### config.mk
export PLATFORM = sky130hd
export DESIGN_NAME = pcbh_core
export DESIGN_NICKNAME = d
export VERILOG_FILES = /design/src/hdl/pcbh_pkg.sv /design/src/hdl/pcbh_wait_timer.sv /design/src/hdl/pcbh_axil_slave.sv /design/src/hdl/pcbh_core.sv
export SDC_FILE = /design/constraint.sdc
export NUM_CORES = 1
export LEC_CHECK = 0
export BUFFER_PORTS_ARGS = -buffer_cell sky130_fd_sc_hd__buf_2
export CAP_MARGIN = 30
export CORE_AREA = 2 2 150 152
export CTS_BUF_LIST = sky130_fd_sc_hd__clkbuf_4
export CTS_CLUSTER_DIAMETER = 30
export DETAILED_ROUTE_END_ITERATION = 6
export DIE_AREA = 0 0 152 154
export PLACE_DENSITY = 0.48
export REMOVE_ABC_BUFFERS = 1
export SLEW_MARGIN = 10
export SYNTH_ARGS = -nofsm -noshare
export SYNTH_HDL_FRONTEND = slang
export SYNTH_HIERARCHICAL = 1
export SYNTH_SLANG_ARGS = --single-unit
### constraint.sdc
create_clock -name clk -period 9 [get_ports clk]
set_input_delay 1.35 -clock clk [delete_from_list [all_inputs] [get_ports clk]]
set_output_delay 1.35 -clock clk [all_outputs]
set_load 0.005 [all_outputs]
### src/hdl/pcbh_pkg.sv
package pcbh_pkg;

  // ----------------------------------------------------------
  // register map
  // ----------------------------------------------------------
  localparam logic [7:0] REG_CTRL = 8'h00;
  localparam logic [7:0] REG_STATUS = 8'h04;
  localparam logic [7:0] REG_XFER_COUNT = 8'h08;
  localparam int CTRL_DMA_EN_BIT = 0;
  localparam int CTRL_TGT_EN_BIT = 1;
  localparam logic [31:0] CTRL_RESET = 32'h0000_0003;
  localparam logic [31:0] CTRL_MASK = 32'h0000_0003;
  localparam logic [1:0] RESP_OKAY = 2'h0;
  localparam logic [1:0] RESP_SLVERR = 2'h2;

  // ----------------------------------------------------------
  // timing
  // ----------------------------------------------------------
  localparam int TGT_INIT_LAT_CYC = 16;
  localparam int TGT_SUBSEQ_LAT_CYC = 8;
  localparam logic [1:0] DMA_HOLD_BEATS = 2'h2;

  // ----------------------------------------------------------
  // types
  // ----------------------------------------------------------
  typedef struct packed {
    logic [7:0] awaddr;
    logic awvalid;
    logic [31:0] wdata;
    logic [3:0] wstrb;
    logic wvalid;
    logic bready;
    logic [7:0] araddr;
    logic arvalid;
    logic rready;
  } pcbh_axil_req_t;

  typedef struct packed {
    logic awready;
    logic wready;
    logic [1:0] bresp;
    logic bvalid;
    logic arready;
    logic [31:0] rdata;
    logic [1:0] rresp;
    logic rvalid;
  } pcbh_axil_rsp_t;

  typedef struct packed {
    logic isRead;
    logic isWrite;
    logic isBar1;
    logic isWide;
  } pcbh_cyc_t;

  typedef enum logic [2:0] {
    T_IDLE = 3'h1,
    T_LAG = 3'h2,
    T_XFER = 3'h4
  } pcbh_tstate_t;

  typedef enum logic [3:0] {
    D_IDLE = 4'h1,
    D_STALL = 4'h2,
    D_RUN = 4'h4,
    D_DRAIN = 4'h8
  } pcbh_dstate_t;

endpackage : pcbh_pkg

### src/hdl/pcbh_wait_timer.sv
`timescale 1ns/1ps
module pcbh_wait_timer #(
  parameter int WIDTH = 5
) (
  // clock and reset
  input wire logic clk,
  input wire logic reset,
  // control
  input wire logic load,
  input wire logic [WIDTH-1:0] loadValue,
  input wire logic run,
  // result
  output logic expired
);
  import pcbh_pkg::*;

  logic [WIDTH-1:0] cnt_r;

  assign expired = run && !load && (cnt_r == '0);

  always_ff @(posedge clk or posedge reset) begin
    if (reset) begin
      cnt_r <= '0;
    end else if (load) begin
      cnt_r <= loadValue - WIDTH'(1);
    end else if (run && cnt_r != '0) begin
      cnt_r <= cnt_r - WIDTH'(1);
    end
  end

endmodule : pcbh_wait_timer

### src/hdl/pcbh_axil_slave.sv
`timescale 1ns/1ps
module pcbh_axil_slave (
  // clock and reset
  input wire logic clk,
  input wire logic reset,
  // register bus
  input pcbh_pkg::pcbh_axil_req_t axilReq,
  output pcbh_pkg::pcbh_axil_rsp_t axilRsp,
  // register contents
  output logic [31:0] ctrl,
  input wire logic [31:0] statusWord,
  input wire logic [31:0] countWord
);
  import pcbh_pkg::*;

  logic awHeld_r, wHeld_r, awRdy_r, wRdy_r, bValid_r, arRdy_r, rValid_r;
  logic [7:0] awAddr_r;
  logic [31:0] wData_r, ctrl_r, rData_r;
  logic [3:0] wStrb_r;
  logic [1:0] bResp_r, rResp_r;

  // ----------------------------------------------------------
  // handshake decode
  // ----------------------------------------------------------
  wire awTake = axilReq.awvalid && awRdy_r;
  wire wTake = axilReq.wvalid && wRdy_r;
  wire doWrite = awHeld_r && wHeld_r && !bValid_r;
  wire bValidNxt = doWrite || (bValid_r && !axilReq.bready);
  wire awHeldNxt = (awHeld_r || awTake) && !doWrite;
  wire wHeldNxt = (wHeld_r || wTake) && !doWrite;
  wire arTake = axilReq.arvalid && arRdy_r;
  wire rValidNxt = arTake || (rValid_r && !axilReq.rready);
  wire wrCtrl = doWrite && (awAddr_r == REG_CTRL);
  wire wrMapped = (awAddr_r == REG_CTRL) || (awAddr_r == REG_STATUS)
    || (awAddr_r == REG_XFER_COUNT);
  wire rdCtrl = axilReq.araddr == REG_CTRL;
  wire rdStatus = axilReq.araddr == REG_STATUS;
  wire rdCount = axilReq.araddr == REG_XFER_COUNT;
  wire rdMapped = rdCtrl || rdStatus || rdCount;
  wire [31:0] rdWord = rdCtrl ? ctrl_r : rdStatus ? statusWord : rdCount ? countWord : '0;

  always_ff @(posedge clk or posedge reset) begin
    if (reset) begin
      awHeld_r <= 1'b0;
      wHeld_r <= 1'b0;
      awRdy_r <= 1'b0;
      wRdy_r <= 1'b0;
      bValid_r <= 1'b0;
      bResp_r <= RESP_OKAY;
    end else begin
      awHeld_r <= awHeldNxt;
      wHeld_r <= wHeldNxt;
      awRdy_r <= !awHeldNxt && !bValidNxt;
      wRdy_r <= !wHeldNxt && !bValidNxt;
      bValid_r <= bValidNxt;
      if (doWrite) bResp_r <= wrMapped ? RESP_OKAY : RESP_SLVERR;
    end
  end

  always_ff @(posedge clk) begin
    if (awTake) awAddr_r <= axilReq.awaddr;
    if (wTake) wData_r <= axilReq.wdata;
    if (wTake) wStrb_r <= axilReq.wstrb;
  end

  always_ff @(posedge clk or posedge reset) begin
    if (reset) begin
      arRdy_r <= 1'b0;
      rValid_r <= 1'b0;
      rData_r <= '0;
      rResp_r <= RESP_OKAY;
    end else begin
      arRdy_r <= !rValidNxt;
      rValid_r <= rValidNxt;
      if (arTake) rData_r <= rdWord;
      if (arTake) rResp_r <= rdMapped ? RESP_OKAY : RESP_SLVERR;
    end
  end

  // ----------------------------------------------------------
  // control register, per byte lane
  // ----------------------------------------------------------
  for (genvar i = 0; i < 4; i++) begin : gLane
    always_ff @(posedge clk or posedge reset) begin
      if (reset) begin
        ctrl_r[8*i+:8] <= CTRL_RESET[8*i+:8];
      end else if (wrCtrl && wStrb_r[i]) begin
        ctrl_r[8*i+:8] <= wData_r[8*i+:8] & CTRL_MASK[8*i+:8];
      end
    end
  end

  assign ctrl = ctrl_r;
  assign axilRsp = '{awready: awRdy_r, wready: wRdy_r, bresp: bResp_r, bvalid: bValid_r,
    arready: arRdy_r, rdata: rData_r, rresp: rResp_r, rvalid: rValid_r};

endmodule : pcbh_axil_slave

### src/hdl/pcbh_core.sv
// Local design decisions: the register offsets and the AXI4-Lite register port.
`timescale 1ns/1ps
module pcbh_core (
  // clock and reset
  input wire logic clk,
  input wire logic reset,
  // register bus
  input pcbh_pkg::pcbh_axil_req_t axilReq,
  output pcbh_pkg::pcbh_axil_rsp_t axilRsp,
  // pci target side
  input wire logic tgtHit,
  input pcbh_pkg::pcbh_cyc_t tgtCyc,
  input wire logic [7:0] tgtByteEn,
  input wire logic irdyN,
  input wire logic tgtLastPhase,
  output logic termRetry,
  output logic termDisconnect,
  output logic termAbort,
  // pci master and dma side
  input wire logic pciGnt,
  input wire logic dmaRequest,
  input pcbh_pkg::pcbh_cyc_t dmaCyc,
  input wire logic masterBeat,
  input wire logic masterDone,
  output logic frameGo,
  output logic dmaStopReq,
  output logic dmaAbort,
  // backend inputs
  input wire logic backendSinkReady,
  input wire logic backendSourceReady,
  input wire logic [2:0] dataLagCount,
  input wire logic backendOwnershipRequest,
  input wire logic dmaHoldOff,
  input wire logic dmaStall,
  input wire logic backendError,
  // backend outputs
  output logic transferBeginPulse,
  output logic transferEndPulse,
  output pcbh_pkg::pcbh_cyc_t cycQual,
  output logic [3:0] writeLaneStrobeLow,
  output logic [3:0] writeLaneStrobeHigh,
  output logic readLaneStrobe,
  output logic addrAdvance,
  output logic backendOwnershipGrant,
  output logic dmaOwnership
);
  import pcbh_pkg::*;

  localparam int TMR_W = 5;

  pcbh_tstate_t tState_r, tNxt;
  pcbh_dstate_t dState_r, dNxt;
  pcbh_cyc_t cyc_r, cycNxt;
  logic [2:0] lagCnt_r, lagNxt;
  logic [1:0] drainCnt_r, drainNxt;
  logic [31:0] ctrl, xferCount_r;
  logic tmrExpired;
  logic transferBeginPulse_r, transferEndPulse_r, termRetry_r, termDisconnect_r;
  logic termAbort_r, dmaAbort_r, dmaStopReq_r, frameGo_r, dmaOwn_r, grant_r;
  logic readLaneStrobe_r, addrAdvance_r;
  logic [3:0] wrStrobeLow_r, wrStrobeHigh_r;

  // ----------------------------------------------------------
  // target decode
  // ----------------------------------------------------------
  wire irdy = !irdyN;
  wire tIdle = tState_r == T_IDLE;
  wire tActive = !tIdle;
  wire dIdle = dState_r == D_IDLE;
  wire tgtEn = ctrl[CTRL_TGT_EN_BIT];
  wire dmaEn = ctrl[CTRL_DMA_EN_BIT];
  wire wrBeat = tActive && cyc_r.isWrite && backendSinkReady && irdy;
  wire rdBeat = tActive && cyc_r.isRead && backendSourceReady && irdy;
  wire beat = wrBeat || rdBeat;
  wire tgtRefuse = tgtHit && tIdle && (grant_r || !tgtEn || !dIdle);
  wire tStart = tgtHit && tIdle && !tgtRefuse;
  wire tgtErr = tActive && backendError;
  wire tEnd = (tState_r == T_XFER) && beat && tgtLastPhase && !tgtErr;
  wire tDisc = tmrExpired && !beat && !tgtErr;
  wire [TMR_W-1:0] tmrLoadVal = tStart ? TMR_W'(TGT_INIT_LAT_CYC) : TMR_W'(TGT_SUBSEQ_LAT_CYC);

  pcbh_wait_timer #(
    .WIDTH(TMR_W)
  ) uWaitTimer (
    .clk(clk),
    .reset(reset),
    .load(tStart || beat),
    .loadValue(tmrLoadVal),
    .run(tActive),
    .expired(tmrExpired)
  );

  always_comb begin
    tNxt = tState_r;
    lagNxt = lagCnt_r;
    unique case (tState_r)
      T_IDLE: if (tStart) begin
        tNxt = (dataLagCount != 3'h0) ? T_LAG : T_XFER;
        lagNxt = dataLagCount;
      end
      T_LAG: if (tgtErr || tDisc) begin
        tNxt = T_IDLE;
      end else if (beat) begin
        lagNxt = lagCnt_r - 3'h1;
        if (lagCnt_r == 3'h1) tNxt = T_XFER;
      end
      T_XFER: if (tgtErr || tDisc || tEnd) tNxt = T_IDLE;
      default: tNxt = T_IDLE;
    endcase
  end

  // ----------------------------------------------------------
  // dma sequencing
  // ----------------------------------------------------------
  wire dStart = dIdle && dmaRequest && dmaEn && !dmaHoldOff && !grant_r
    && tIdle && !tgtHit;
  wire dAbort = (dState_r == D_STALL) && !pciGnt;
  wire dBusy = (dState_r == D_RUN) || (dState_r == D_DRAIN);
  wire dEnd = dBusy && (dNxt == D_IDLE);

  always_comb begin
    dNxt = dState_r;
    drainNxt = drainCnt_r;
    unique case (dState_r)
      D_IDLE: if (dStart) dNxt = dmaStall ? D_STALL : D_RUN;
      D_STALL: if (!pciGnt) begin
        dNxt = D_IDLE;
      end else if (!dmaStall) begin
        dNxt = D_RUN;
      end
      D_RUN: if (masterDone) begin
        dNxt = D_IDLE;
      end else if (dmaHoldOff) begin
        dNxt = D_DRAIN;
        drainNxt = DMA_HOLD_BEATS;
      end
      D_DRAIN: if (masterDone || (masterBeat && drainCnt_r == 2'h1)) begin
        dNxt = D_IDLE;
      end else if (masterBeat) begin
        drainNxt = drainCnt_r - 2'h1;
      end
      default: dNxt = D_IDLE;
    endcase
  end

  // ----------------------------------------------------------
  // ownership and qualifiers
  // ----------------------------------------------------------
  wire grantNxt = grant_r ? backendOwnershipRequest
    : (backendOwnershipRequest && tIdle && dIdle && !tgtHit && !dStart);
  wire cycClr = transferEndPulse_r || termDisconnect_r || termAbort_r || dmaAbort_r;

  always_comb begin
    cycNxt = cyc_r;
    if (tStart) cycNxt = tgtCyc;
    else if (dStart) cycNxt = dmaCyc;
    else if (cycClr) cycNxt = '0;
  end

  // ----------------------------------------------------------
  // state registers
  // ----------------------------------------------------------
  always_ff @(posedge clk or posedge reset) begin
    if (reset) begin
      tState_r <= T_IDLE;
      dState_r <= D_IDLE;
      lagCnt_r <= 3'h0;
      drainCnt_r <= 2'h0;
      cyc_r <= '0;
      grant_r <= 1'b0;
    end else begin
      tState_r <= tNxt;
      dState_r <= dNxt;
      lagCnt_r <= lagNxt;
      drainCnt_r <= drainNxt;
      cyc_r <= cycNxt;
      grant_r <= grantNxt;
    end
  end

  always_ff @(posedge clk or posedge reset) begin
    if (reset) begin
      transferBeginPulse_r <= 1'b0;
      transferEndPulse_r <= 1'b0;
      termRetry_r <= 1'b0;
      termDisconnect_r <= 1'b0;
      termAbort_r <= 1'b0;
      dmaAbort_r <= 1'b0;
    end else begin
      transferBeginPulse_r <= tStart || dStart;
      transferEndPulse_r <= tEnd || dEnd;
      termRetry_r <= tgtRefuse;
      termDisconnect_r <= tDisc;
      termAbort_r <= tgtErr;
      dmaAbort_r <= dAbort;
    end
  end

  always_ff @(posedge clk or posedge reset) begin
    if (reset) begin
      dmaStopReq_r <= 1'b0;
      frameGo_r <= 1'b0;
      dmaOwn_r <= 1'b0;
      xferCount_r <= '0;
    end else begin
      dmaStopReq_r <= dNxt == D_DRAIN;
      frameGo_r <= (dNxt == D_RUN) || (dNxt == D_DRAIN);
      dmaOwn_r <= dNxt != D_IDLE;
      if (transferEndPulse_r) xferCount_r <= xferCount_r + 32'h1;
    end
  end

  always_ff @(posedge clk or posedge reset) begin
    if (reset) begin
      wrStrobeLow_r <= 4'h0;
      wrStrobeHigh_r <= 4'h0;
      readLaneStrobe_r <= 1'b0;
      addrAdvance_r <= 1'b0;
    end else begin
      wrStrobeLow_r <= wrBeat ? tgtByteEn[3:0] : 4'h0;
      wrStrobeHigh_r <= (wrBeat && cyc_r.isWide) ? tgtByteEn[7:4] : 4'h0;
      readLaneStrobe_r <= rdBeat;
      addrAdvance_r <= beat;
    end
  end

  // ----------------------------------------------------------
  // register bus
  // ----------------------------------------------------------
  pcbh_axil_slave uRegs (
    .clk(clk),
    .reset(reset),
    .axilReq(axilReq),
    .axilRsp(axilRsp),
    .ctrl(ctrl),
    .statusWord({16'h0000, cyc_r, dState_r, tState_r, lagCnt_r, dmaOwn_r, grant_r}),
    .countWord(xferCount_r)
  );

  // ----------------------------------------------------------
  // outputs
  // ----------------------------------------------------------
  assign termRetry = termRetry_r;
  assign termDisconnect = termDisconnect_r;
  assign termAbort = termAbort_r;
  assign frameGo = frameGo_r;
  assign dmaStopReq = dmaStopReq_r;
  assign dmaAbort = dmaAbort_r;
  assign transferBeginPulse = transferBeginPulse_r;
  assign transferEndPulse = transferEndPulse_r;
  assign cycQual = cyc_r;
  assign writeLaneStrobeLow = wrStrobeLow_r;
  assign writeLaneStrobeHigh = wrStrobeHigh_r;
  assign readLaneStrobe = readLaneStrobe_r;
  assign addrAdvance = addrAdvance_r;
  assign backendOwnershipGrant = grant_r;
  assign dmaOwnership = dmaOwn_r;

  localparam int A_MAX_WAIT = TGT_INIT_LAT_CYC;
  logic [5:0] noBeatCnt_a;

  always_ff @(posedge clk or posedge reset) begin
    if (reset) noBeatCnt_a <= 6'h0;
    else if (!tActive || beat) noBeatCnt_a <= 6'h0;
    else noBeatCnt_a <= noBeatCnt_a + 6'h1;
  end
endmodule : pcbh_core

==> reports/metrics.sh <==
STATUS='complete, no violations'
AVERAGE_SIZE_OF_A_MAPPED_CELL_UM2=11.2
POST_CTS_BUFFERS=0
ANT_NETS=0
GRT_PASS1_WL_UM=25300
FINALCLOCKSKEW_PS=20.8
SYNTH-WARNING-COUNT=6
DRV.MAX_CAP_VIOLATION_COUNT=0
CRIT_PATH_MAX_FANOUT=14
GRT_PASS1_VIAS=4709
REPORT.POWER.TOTAL_uW=1270
GLOBAL_ROUTE.OVERFLOW_TOTAL=0
DESIGN.CORE.AREA_UM2=21700
TIMING_WORST_SETUP_PATH_TYPE='reg2reg'
TIMING.CRITICAL_PATH.REQUIRED_PS=9460
FINALWORSTPATHREQUIREDPERIOD_PS=3670
DETAILEDROUTE.FIRSTITERATIONVIOLATIONS=210
CTS_HOLD_BUFFERS=0
R2R_START='tState_r[0]'
MAX-SLEW-MARGIN-REL_PCT=48.9
PORT_BUFFERS=120
GRT_SETUP_UNREPAIRED='false'
HOLD_PATH.STARTPOINT='uRegs/wHeld_r'
CLK_ROOT_BUFFER_CELL='clkbuf_4'
GRT.TOTAL_USAGE_PCT=13.6
ENDPOINT_KIND='flop'
ROUTED_WL_UM=15800
FLOW.AREA_GROWTH_FROM_SYNTHESIS_PCT=20.4
WORSTREGTOREGCELLS=11
CTSRESIZECOUNT=0
POST_SYNTH_INST_COUNT=550
TIGHTEST_SLEW_PS=766
VIASPERCELL=4.73
TOTAL_LEAKAGE_POWER_uW=0.00355
POST-ROUTE-PERIOD-UTIL_PCT=40.7
ENDPOINTS_FAILING_SETUP=0
DPL_WORST_SLACK_PS=4750
CTS_MADE_BUFFERS=17
HOLD_PATH_CLASS='reg2reg'
SETUP_WS_POST_LAYOUT_PS=5330
DP.FINAL_HPWL_UM=11500
POWERDENSITY_nW_PER_UM2=171
TIMING.FINAL.MAX_SLEW_VIOLATIONS=0
WORST_HOLD_PATH.ENDPOINT='uRegs/wRdy_r'
CORE.ROWCOUNT=54
MAPPEDNETLISTAREA_UM2=6180
DRT-PASS1-ITER-COUNT=4
R2R_SETUP_SLACK_PS=5330
PLACE.GP.CONGESTION=0.835
DRIVE_ABOVE_1_SHARE_PCT=31.5
START_UTIL_PCT=28.5
DRCVIOLATIONCOUNT=0
CRITPATHLAUNCHTYPE='flop'
DIE_AREA_UM2=23400
HOLD_VIOL=0
HOLDPATHSTAGES=1
ANTENNA_FOUND_INITIAL=1
CLOCK_LATENCY_PS=540
FINAL.SETUP.TNS_PS=0
VIA_COUNT=4658
NETS=787
BOUNDARYPINS=156
R2R_END='tState_r[0]'
IRDROPWORSTVDD_V=0.0000783
CTS_TREE='built'
DIE_H_UM=154
MAX_FREQ_GHz=0.273
CLOCKBUFFERDEPTH=2
CTS-HTREE-LEVELS=4
WORST_EP_ARRIVAL_TIME_PS=4130
DIE_WIDTH_UM=152
GRT_START_MAX_NET_PINS=69
WL_PER_CELL_UM=16.0
CLK_PIN_SLEW_PS=120
TRITONCTS_NUM_SINKS=127
==> where the power goes <==
group / internal (uW) / switching (uW) / total, uW
Combinational: 90.3 / 128 / 219
Clock: 168 / 234 / 402
Sequential: 621 / 32.0 / 653
Total: 879 / 394 / 1270
==> layout by cell type, fill, tap and decap left out, types with 9 or more instances in the layout <==
| master | n |
|---|---|
| conb_1 | 25 |
| xor2_1 | 22 |
| edfxtp_1 | 11 |
| xnor2_1 | 11 |
| and3_1 | 11 |
| dfrtp_1 | 112 |
| inv_1 | 19 |
| nand4_1 | 9 |
| a22oi_1 | 32 |
| and2_1 | 12 |
| nand2_1 | 59 |
| o31ai_2 | 30 |
| nor3_1 | 19 |
| nand3_1 | 13 |
| clkbuf_4 | 17 |
| buf_2 | 120 |
| nor2_1 | 23 |
==> how the worst max path moves through the flow <==
| stage | startpoint | to | slack, ps |
|---|---|---|---|
| detailed placement | backendSinkReady | tState_r[0] | 4750 |
| finish | tState_r[0] | tState_r[0] | 5330 |
| floorplan | backendSinkReady | tState_r[0] | 5370 |
| CTS | tState_r[0] | tState_r[0] | 5260 |
| global route | tState_r[0] | tState_r[0] | 5040 |
| global placement | backendSinkReady | tState_r[0] | 4850 |
==> sequential cells by signal (all words and copies together) (netlist names), 4 cells and up <==
name                 cells
cycQual                  4
dState_r                 4
uRegs/awAddr_r           8
uRegs/rData_r           32
uWaitTimer/cnt_r         5
writeLaneStrobeHigh      4
writeLaneStrobeLow       4
xferCount_r             32
==> stage by stage <==
| stage | hold slack (ps) | util (%) | instances | cell area, um2 |
|---|---|---|---|---|
| final | 466 | 34.3 | 985 | 7440 |
| after global routing | 492 | 34.3 | 985 | 7440 |
| after CTS | 470 | 34.2 | 983 | 7410 |
| after detailed placement | 453 | 32.8 | 951 | 7120 |
| after global placement | 438 | 32.7 | 949 | 7090 |
| after floorplan | 428 | - | 544 | 6090 |
==> routing by layer <==
metal  vias to the layer above  routed length [um]  global-route usage [%]
met1                      2263                7080                    17.1
met3                        24                 729                    3.64
li1                       2259                   -                       -
met2                       112                7610                    22.8
met4                         0                 330                    4.76
met5                         -                   0                       0
==> worst max-delay path, cell delays in order (launching register included) <==
cell      delay, ps
dfstp_2         600
nor3b_4         370
inv_2           220
nand3_1         200
nand2_1         320
nor4_2          460
nor3b_2         410
and2_1          330
and2_1          210
a211oi_4         60
or2_2           290
o21bai_1        120
==> cell type report <==
| type | instances | area, um2 |
|---|---|---|
| timing repair buffer | 128 | 693 |
| multi-input combinational | 394 | 2780 |
| inverter | 23 | 86.3 |
| sequential | 127 | 3240 |
| clock buffer | 17 | 128 |
| antenna | 1 | 2.50 |
| fill | 2236 | 14300 |
| tap | 280 | 350 |
| clock inverter | 15 | 164 |
(Power assumes the default switching activity.)
